--- src/hw/spi_pkg.sv ---
// package for the supply limit indicator block
package spi_pkg;

  // ----------------------------------------------------------------------
  // power classification
  // ----------------------------------------------------------------------
  // descriptor max power field width, counted in 2 mA steps
  localparam int unsigned MAXPWR_W = 8;
  // one unit load limit, 100 mA expressed in 2 mA steps
  localparam logic [7:0] UNIT_LOAD_LIMIT = 8'h32;
  localparam int unsigned MA_PER_STEP = 2;

  // ----------------------------------------------------------------------
  // sampling timing
  // ----------------------------------------------------------------------
  localparam int unsigned CLK_PERIOD_NS = 8;
  // time the pin is released and allowed to settle before sampling
  localparam int unsigned SETTLE_NS = 64;
  localparam int unsigned SETTLE_CYC =
    (SETTLE_NS + CLK_PERIOD_NS - 1) / CLK_PERIOD_NS;
  localparam int unsigned CNT_W = 4;
  // polarity taken before the first sample completes
  localparam logic POL_RESET = 1'b1;

  // ----------------------------------------------------------------------
  // carrier for the usb core status
  // ----------------------------------------------------------------------
  typedef struct packed {
    logic suspended;  // link in suspend
    logic configured; // host has set a configuration
    logic bus_reset;  // usb bus reset in progress (level)
    logic [7:0] max_power; // descriptor max power, 2 mA units
  } spi_usb_stat_s;

  // sampler states
  typedef enum logic [2:0] {
    SP_SETTLE = 3'b001,
    SP_DRIVE = 3'b010,
    SP_HOLD = 3'b100
  } spi_samp_e;

endpackage : spi_pkg

--- src/hw/spi_class.sv ---
// power class decision: whether full supply current is not yet allowed
`timescale 1ns/10ps
module spi_class (
  // usb status
  input wire spi_pkg::spi_usb_stat_s stat_i,
  // decision
  output logic limit_o
);
  import spi_pkg::*;

  logic high_power; // above one unit load
  always_comb begin
    // 2 mA steps compared directly against limit in same units
    high_power = (stat_i.max_power > UNIT_LOAD_LIMIT);
    if (high_power) begin
      limit_o = stat_i.suspended | ~stat_i.configured;
    end else begin
      limit_o = stat_i.suspended;
    end
  end
endmodule : spi_class

--- src/hw/spi_top.sv ---
// supply limit indicator top: strap sampling and pin drive
`timescale 1ns/10ps
// Contract
// - low power: assert only while suspended
// - high power: assert suspended or unconfigured
// - deassert when full current is allowed
// - sample pin at power-up and bus reset
// - pull-up strap: asserted level is high
// - pull-down strap: asserted level is low
// - max power counted in 2 mA steps
module spi_top (
  // clock and reset
  input wire logic MCLK_I,
  input wire logic RSTN_I,
  // usb core status
  input wire spi_pkg::spi_usb_stat_s USB_STAT_I,
  // indicator pin, three signals
  input wire logic SUPPLY_LIMIT_INDICATOR_I,
  output logic SUPPLY_LIMIT_INDICATOR_O,
  output logic SUPPLY_LIMIT_INDICATOR_OEN_O,
  // debug view of latched polarity
  output logic POLARITY_O
);
  import spi_pkg::*;

  // ----------------------------------------------------------------------
  // declarations
  // ----------------------------------------------------------------------
  spi_samp_e state_r; // sampler state
  logic [CNT_W-1:0] cnt_r; // settle counter
  logic pol_r; // asserted level of the indicator
  logic limit; // current decision from class logic
  logic rst_seen_r; // bus reset edge tracking
  logic rst_rise; // new bus reset start

  // ----------------------------------------------------------------------
  // power class
  // ----------------------------------------------------------------------
  spi_class u_class (
    .stat_i(USB_STAT_I),
    .limit_o(limit)
  );

  // bus reset start detection; input is synchronous so no synchroniser
  assign rst_rise = USB_STAT_I.bus_reset & ~rst_seen_r;
  always_ff @(posedge MCLK_I or negedge RSTN_I) begin
    if (!RSTN_I) begin
      rst_seen_r <= 1'b0;
    end else begin
      rst_seen_r <= USB_STAT_I.bus_reset;
    end
  end

  // ----------------------------------------------------------------------
  // sampler: release pin, let strap settle, catch level
  // ----------------------------------------------------------------------
  // power-up enters settle straight from reset; a bus reset re-enters it
  always_ff @(posedge MCLK_I or negedge RSTN_I) begin
    if (!RSTN_I) begin
      state_r <= SP_SETTLE;
      cnt_r <= '0;
    end else begin
      unique case (state_r)
        SP_SETTLE: begin
          // counting while pin floats to the strap level
          if (cnt_r == CNT_W'(SETTLE_CYC - 1)) begin
            state_r <= SP_DRIVE;
            cnt_r <= '0;
          end else begin
            cnt_r <= cnt_r + CNT_W'(1);
          end
        end
        SP_DRIVE, SP_HOLD: begin
          state_r <= SP_DRIVE;
          if (rst_rise) begin
            state_r <= SP_SETTLE;
            cnt_r <= '0;
          end
        end
        default: begin
          state_r <= SP_SETTLE;
          cnt_r <= '0;
        end
      endcase
    end
  end

  // polarity latch: only written at the end of a settle window
  always_ff @(posedge MCLK_I or negedge RSTN_I) begin
    if (!RSTN_I) begin
      pol_r <= POL_RESET;
    end else if (state_r == SP_SETTLE &&
                 cnt_r == CNT_W'(SETTLE_CYC - 1)) begin
      // pull-up reads high, pull-down reads low
      pol_r <= SUPPLY_LIMIT_INDICATOR_I;
    end
  end

  // ----------------------------------------------------------------------
  // pin drive
  // ----------------------------------------------------------------------
  // enable is low while driving; released during the settle window
  always_ff @(posedge MCLK_I or negedge RSTN_I) begin
    if (!RSTN_I) begin
      SUPPLY_LIMIT_INDICATOR_OEN_O <= 1'b1;
      SUPPLY_LIMIT_INDICATOR_O <= 1'b0;
    end else if (state_r == SP_DRIVE && !rst_rise) begin
      SUPPLY_LIMIT_INDICATOR_OEN_O <= 1'b0;
      // asserted shows pol, deasserted shows its inverse
      SUPPLY_LIMIT_INDICATOR_O <= limit ? pol_r : ~pol_r;
    end else begin
      SUPPLY_LIMIT_INDICATOR_OEN_O <= 1'b1;
      SUPPLY_LIMIT_INDICATOR_O <= 1'b0;
    end
  end

  // polarity visible for observation
  always_ff @(posedge MCLK_I or negedge RSTN_I) begin
    if (!RSTN_I) begin
      POLARITY_O <= POL_RESET;
    end else begin
      POLARITY_O <= pol_r;
    end
  end
endmodule : spi_top

--- config.mk ---
export PLATFORM = sky130hd
export DESIGN_NAME = spi_top
export DESIGN_NICKNAME = d
export VERILOG_FILES = /design/src/hw/spi_pkg.sv /design/src/hw/spi_class.sv /design/src/hw/spi_top.sv
export SDC_FILE = /design/constraint.sdc
export NUM_CORES = 1
export LEC_CHECK = 0
export ABC_AREA = 1
export BUFFER_PORTS_ARGS = -buffer_cell sky130_fd_sc_hd__buf_2
export CORE_AREA = 2 2 39 41
export DETAILED_ROUTE_END_ITERATION = 10
export DIE_AREA = 0 0 41 43
export HOLD_SLACK_MARGIN = 0.02
export PLACE_DENSITY = 0.77
export SLEW_MARGIN = 20
export SYNTH_ARGS = -nofsm -noshare
export SYNTH_HDL_FRONTEND = slang
export SYNTH_SLANG_ARGS = --single-unit
export TNS_END_PERCENT = 1
--- constraint.sdc ---
create_clock -name MCLK_I -period 1.4 [get_ports MCLK_I]
set_input_delay 0.28 -clock MCLK_I [delete_from_list [all_inputs] [get_ports MCLK_I]]
set_output_delay 0.28 -clock MCLK_I [all_outputs]
set_load 0.1 [all_outputs]
After elaboration in Yosys (flattened, before gate mapping)
Cells that the tools add are included.
W data, S select, Z words.
{"block": "op_classes", "n_addsub": 1, "order_cmp": 1, "n_eq_ne": 6, "mux": 10, "bitwise": 5, "reduce_logical": 4}
{"op": "$gt A8 B6 Y1 const B", "n": 1}
{"op": "$mux W4", "n": 2}
{"op": "$pmux W4 S2", "n": 1}
{"op": "$pmux W3 S2", "n": 1}
{"op": "$add A4 B1 Y4 const B", "n": 1}
{"op": "$eq A4 B3 Y1 const B", "n": 1}
{"op": "$mux W1", "n": 4}
{"op": "$eq A3 B1 Y1 const B", "n": 1}
{"op": "$eq A3 B2 Y1 const B", "n": 1}
{"op": "$eq A3 B3 Y1 const B", "n": 1}
{"op": "$mux W3", "n": 1}
{"op": "$not A1 Y1", "n": 3}
{"op": "$logic_and A1 B1 Y1", "n": 2}
{"op": "$mux W2", "n": 1}
{"op": "$ne A2 B1 Y1 const B", "n": 1}
{"op": "$ne A2 B2 Y1 const B", "n": 1}
{"op": "$reduce_or A2 Y1", "n": 1}
{"op": "$and A1 B1 Y1", "n": 1}
{"op": "$logic_not A1 Y1", "n": 1}
{"op": "$or A1 B1 Y1", "n": 1}
{"block": "totals", "register_bits": 12, "out_inout_bits": 3, "word_cells": 34}

Longest topological paths before layout
{"block": "depth", "ltp_word": 5, "mapped_depth": 8}

By module
From an unflattened synthesis, not the netlist that was laid out.
{"block": "hier_totals", "cells_unflattened": 68, "hier_area_um2": 570.5}
{"mod": "spi_top", "instances": 1, "cells_per_inst": 56, "area_each_um2": 518.0, "seq_area_each_um2": 280.3}
{"mod": "spi_class", "instances": 1, "cells_per_inst": 12, "area_each_um2": 52.6, "seq_area_each_um2": 0.0}

Least setup slack after synthesis
Ideal clock, no wire load.
{"block": "synth_timing", "path_type": "register to register", "from": "register state_r[0]", "to": "register cnt_r[3]", "t_arrival_ns": 1.131, "slack_ns": 0.149, "path_stages_with_launch": 7, "synth_period_minus_slack_ns": 1.251, "path_cell_list": "dfstp_2 inv_1 ha_1 nand2_4 nand2_1 o21ai_2 a21oi_2"}
{"block": "synth_via", "elab_chain_cells": 3, "word_cells_on_any_way": 6, "cone_classes": "4 x eq/ne; 1 x mux; 1 x reduce/logical"}
{"item": "start: declaration", "line": "spi_top.sv:29", "source": "spi_samp_e state_r;"}
{"item": "start signal: assignment", "line": "spi_top.sv:60", "source": "state_r <= SP_SETTLE;"}
{"item": "start signal: assignment", "line": "spi_top.sv:67", "source": "state_r <= SP_DRIVE;"}
{"item": "start signal: assignment", "line": "spi_top.sv:74", "source": "state_r <= SP_DRIVE;"}
{"item": "$eq A3 B2 Y1 or $eq A3 B3 Y1 (tied branches)", "line": "spi_top.sv:63", "source": "unique case (state_r)"}
{"item": "$reduce_or A2 Y1", "line": "spi_top.sv:63"}
{"item": "$pmux W4 S2 or $ne A2 B2 Y1 (tied branches)"}
{"item": "end signal: assignment", "line": "spi_top.sv:70", "source": "cnt_r <= cnt_r + CNT_W'(1);"}
{"item": "end: declaration", "line": "spi_top.sv:30", "source": "logic [CNT_W-1:0] cnt_r;"}
Several ways; a longest one is shown, not always the timed one.
A chain may end at the register's enable or synchronous reset.

Final worst setup path
Same ends and word-level chain as after synthesis.

==> reports/results.tsv <==
stage	metric	value	unit
synthesis	flops & latches, synth	11	
synthesis	mean area per synthesized cell	8.977	um^2
clocking	post_cts resized	0	
place	input/output buffers	16	
clocking	clock sink count	11	
place	placed insts	95	
power_and_ir_drop	power consumption	1.215	mW
worst_setup_path	Req. time, crit path	1.57	ns
floorplanning	die width	41	um
worst_setup_path	crit-path max FO	8	
worst_setup_path	kind of critical path	reg -> reg	
timing	Hold WS	0.1267	ns
synthesis	Unique masters post-synth	19	
timing	final period utilization	94.01	%
worst_setup_path	startpoint types	flop	
clocking	worst-skew pair later-pin latency	0.27	ns
timing	RSZ-0062 raised after global routing	false	
drt	DRC	0	
drt	drt first pass iters	4	
drt	Wirelength per Cell	10.01	um
synthesis	warnings from Yosys	0	
outcome	status	finished, final reports clean	
power_and_ir_drop	maximum vdd drop	0.7684	mV
grt	largest net degree at the start of global routing	12	
worst_setup_path	CP max stage cell	dfstp_2	
drt	Via density	4.720	
synthesis	mapped cell area	565.5	um^2
clocking	Post-CTS Setup Bufs	0	
timing	Period minus WS final	1.316	ns
floorplanning	I/O Pins	17	
place	pre-CTS WS	0.08454	ns
timing	Relative slew margins	67.84	%
job	maximum capacitance violations	0	
layout	area grow syn2layout	29.42	%
worst_setup_path	cells along the critical path	inv_1 > ha_1 > nand2_4 > nand2_1 > o21ai_2 > a21oi_2	
timing	Worst Skew	0.005278	ns
grt	antenna violations before repair	0	
synthesis	sequential area share after synthesis	49.56	%
drt	vias post-DR	472	
clocking	CTS tree	built	
floorplanning	# rows	14	
clocking	CTS Buffer Depth	2	
place	Final Wtd Congestion	0.7887	
drt	antenna viol nets, final	0	
layout	fin cells	100	
grt	global-route usage over all layers	15.47	%
worst_hold_path	min-delay worst type	in -> reg	
floorplanning	Starting Density	40.87	%
layout	Core Util, Final	52.89	%
worst_setup_path	Worst setup EP type	flop	
timing	setup tns final	0	ns
grt	vias in the first global route	458	
clocking	CTS root buffer	clkbuf_4	
floorplanning	Die Height	43	um
timing	Final Hold Violating Endpoints	0	
drt	final WL	1001	um
timing	Final Max Tran Viols	0	
layout	Design Area, Final	732.0	um^2
clocking	htree depth	1	
layout	Antenna Cells	0	
power_and_ir_drop	power per cell area	1660	nW/um^2
floorplanning	Core ar.	1384	um^2
layout	commonest non-fill, non-tap cell in the layout	buf_2	
grt	first-pass GRT wire length	1752	um
place	Area after DPL	695.7	um^2
worst_setup_path	CP arrival	1.49	ns
timing	PnR worst setup slack	0.08387	ns
worst_setup_path	CP Buf/Inv Count	1	
floorplanning	Die Area	1763	um^2
synthesis	Syn Inst Count	63	
worst_setup_path	crit-path leading delay family	flip-flops	
layout	final net count	102	
power_and_ir_drop	Lkg Pwr	0.3852	nW
synthesis	Mapped Nets	80	
grt	gr ovfl total	0	
place	detailed placement HPWL	814	um
layout	leading cell types in the layout, fill and taps excluded	14 x buf_2, 13 x nand2_1, 7 x dfrtp_1, 7 x inv_1, 6 x nor2_1	
drt	Initial DRC Count	1	
timing	Highest Clock Rate	759.8	MHz
worst_setup_path	crit-path max cell delay	0.53	ns
timing	Finish-stage setup viols	0	
clocking	Num CTS Buffers	3	
timing	Slew @ Worst Pin	0.4858	ns
layout	layout cells sized above 1	40.48	%
clocking	CTS clk-pin slew, worst paths	0.07	ns
worst register-to-register path, cell delays in order, from the launching register on:
cell	delay (ns)
dfstp_2	0.53
inv_1	0.05
ha_1	0.23
nand2_4	0.11
nand2_1	0.11
o21ai_2	0.14
a21oi_2	0.04
power breakdown:
part           total (mW)  internal [mW]  switching, mW
logic               0.531          0.198          0.333
registers           0.466          0.417         0.0493
clock network       0.218          0.111          0.107
per-layer routing:
layer	share of wire (%)	GRT usage, %	vias up	wire length (um)
li1	-	-	241	-
met1	43	18.90	209	435
met2	44	22.50	19	439
met3	9.9	4.712	3	99
met4	2.7	10.00	0	27
met5	0	0	-	0
synth_stat cells:
| cell | number | share of area [%] |
|---|---|---|
| ha_1 | 3 | 6.6 |
| inv_6 | 1 | 1.5 |
| nand2_1 | 13 | 8.6 |
| nand4_1 | 2 | 2.2 |
| inv_1 | 7 | 4.6 |
| a21oi_2 | 1 | 1.5 |
| inv_2 | 2 | 1.3 |
| nor2_1 | 6 | 4.0 |
| nand2_4 | 3 | 6.0 |
| nand2_2 | 2 | 2.2 |
| a21oi_1 | 4 | 3.5 |
| o21ai_0 | 1 | 0.88 |
| o21ai_1 | 1 | 0.88 |
| dfrtp_1 | 7 | 31 |
| o22ai_1 | 2 | 2.2 |
| nand3_1 | 2 | 1.8 |
| o21ai_2 | 1 | 1.5 |
| clkinv_2 | 1 | 0.88 |
| dfstp_2 | 4 | 19 |
path summary, 6_finish.rpt:
path / cells past startpoint / to / slack (ns) / from
setup reg to reg: 6 / cnt_r[3]$_DFFE_PN0N_ / 0.08 / state_r[0]$_DFFE_PN1P_
setup / recovery: 6 / cnt_r[3]$_DFFE_PN0N_ / 0.08 / state_r[0]$_DFFE_PN1P_
hold / removal: 1 / rst_seen_r$_DFF_PN0_ / 0.13 / USB_STAT_I[8]
min in group asynchronous: 2 / cnt_r[3]$_DFFE_PN0N_ / 0.40 / RSTN_I
max in group asynchronous: 2 / state_r[0]$_DFFE_PN1P_ / 0.75 / RSTN_I
hold reg to reg: 0 / POLARITY_O$_DFF_PN1_ / 0.39 / pol_r$_DFFE_PN1P_
state kept, by name (all words and copies together) (netlist names):
| name | count |
|---|---|
| rst_seen_r | 1 |
| cnt_r | 4 |
| state_r | 2 |
| SUPPLY_LIMIT_INDICATOR_O | 1 |
| SUPPLY_LIMIT_INDICATOR_OEN_O | 1 |
| pol_r | 1 |
| POLARITY_O | 1 |
logic make-up (layout without fill, tap and decap cells):
logic type	Yosys count	after routing	share of synthesized area, %
compound gates	10	10	10.62
buf+inv	11	32	8.408
flops	11	11	49.56
simple gates	28	28	24.78
fa+ha+maj	3	3	6.638
final cells by class:
class	count	area, um^2
multi-input combinational	41	237.7
clock buffer	4	26.28
timing repair buffer	17	120.1
sequential	11	280.3
inverter	11	47.55
fill	133	651.9
tap	16	20.02
repair_timing:
| item | 4_1_cts | 5_1_grt |
|---|---|---|
| endpoints found under the setup margin | 0 | 1 |
| hold buffers | 1 | 0 |
| endpoints found under the hold margin | 7 | 0 |
Power figures use the tool's default switching activity.
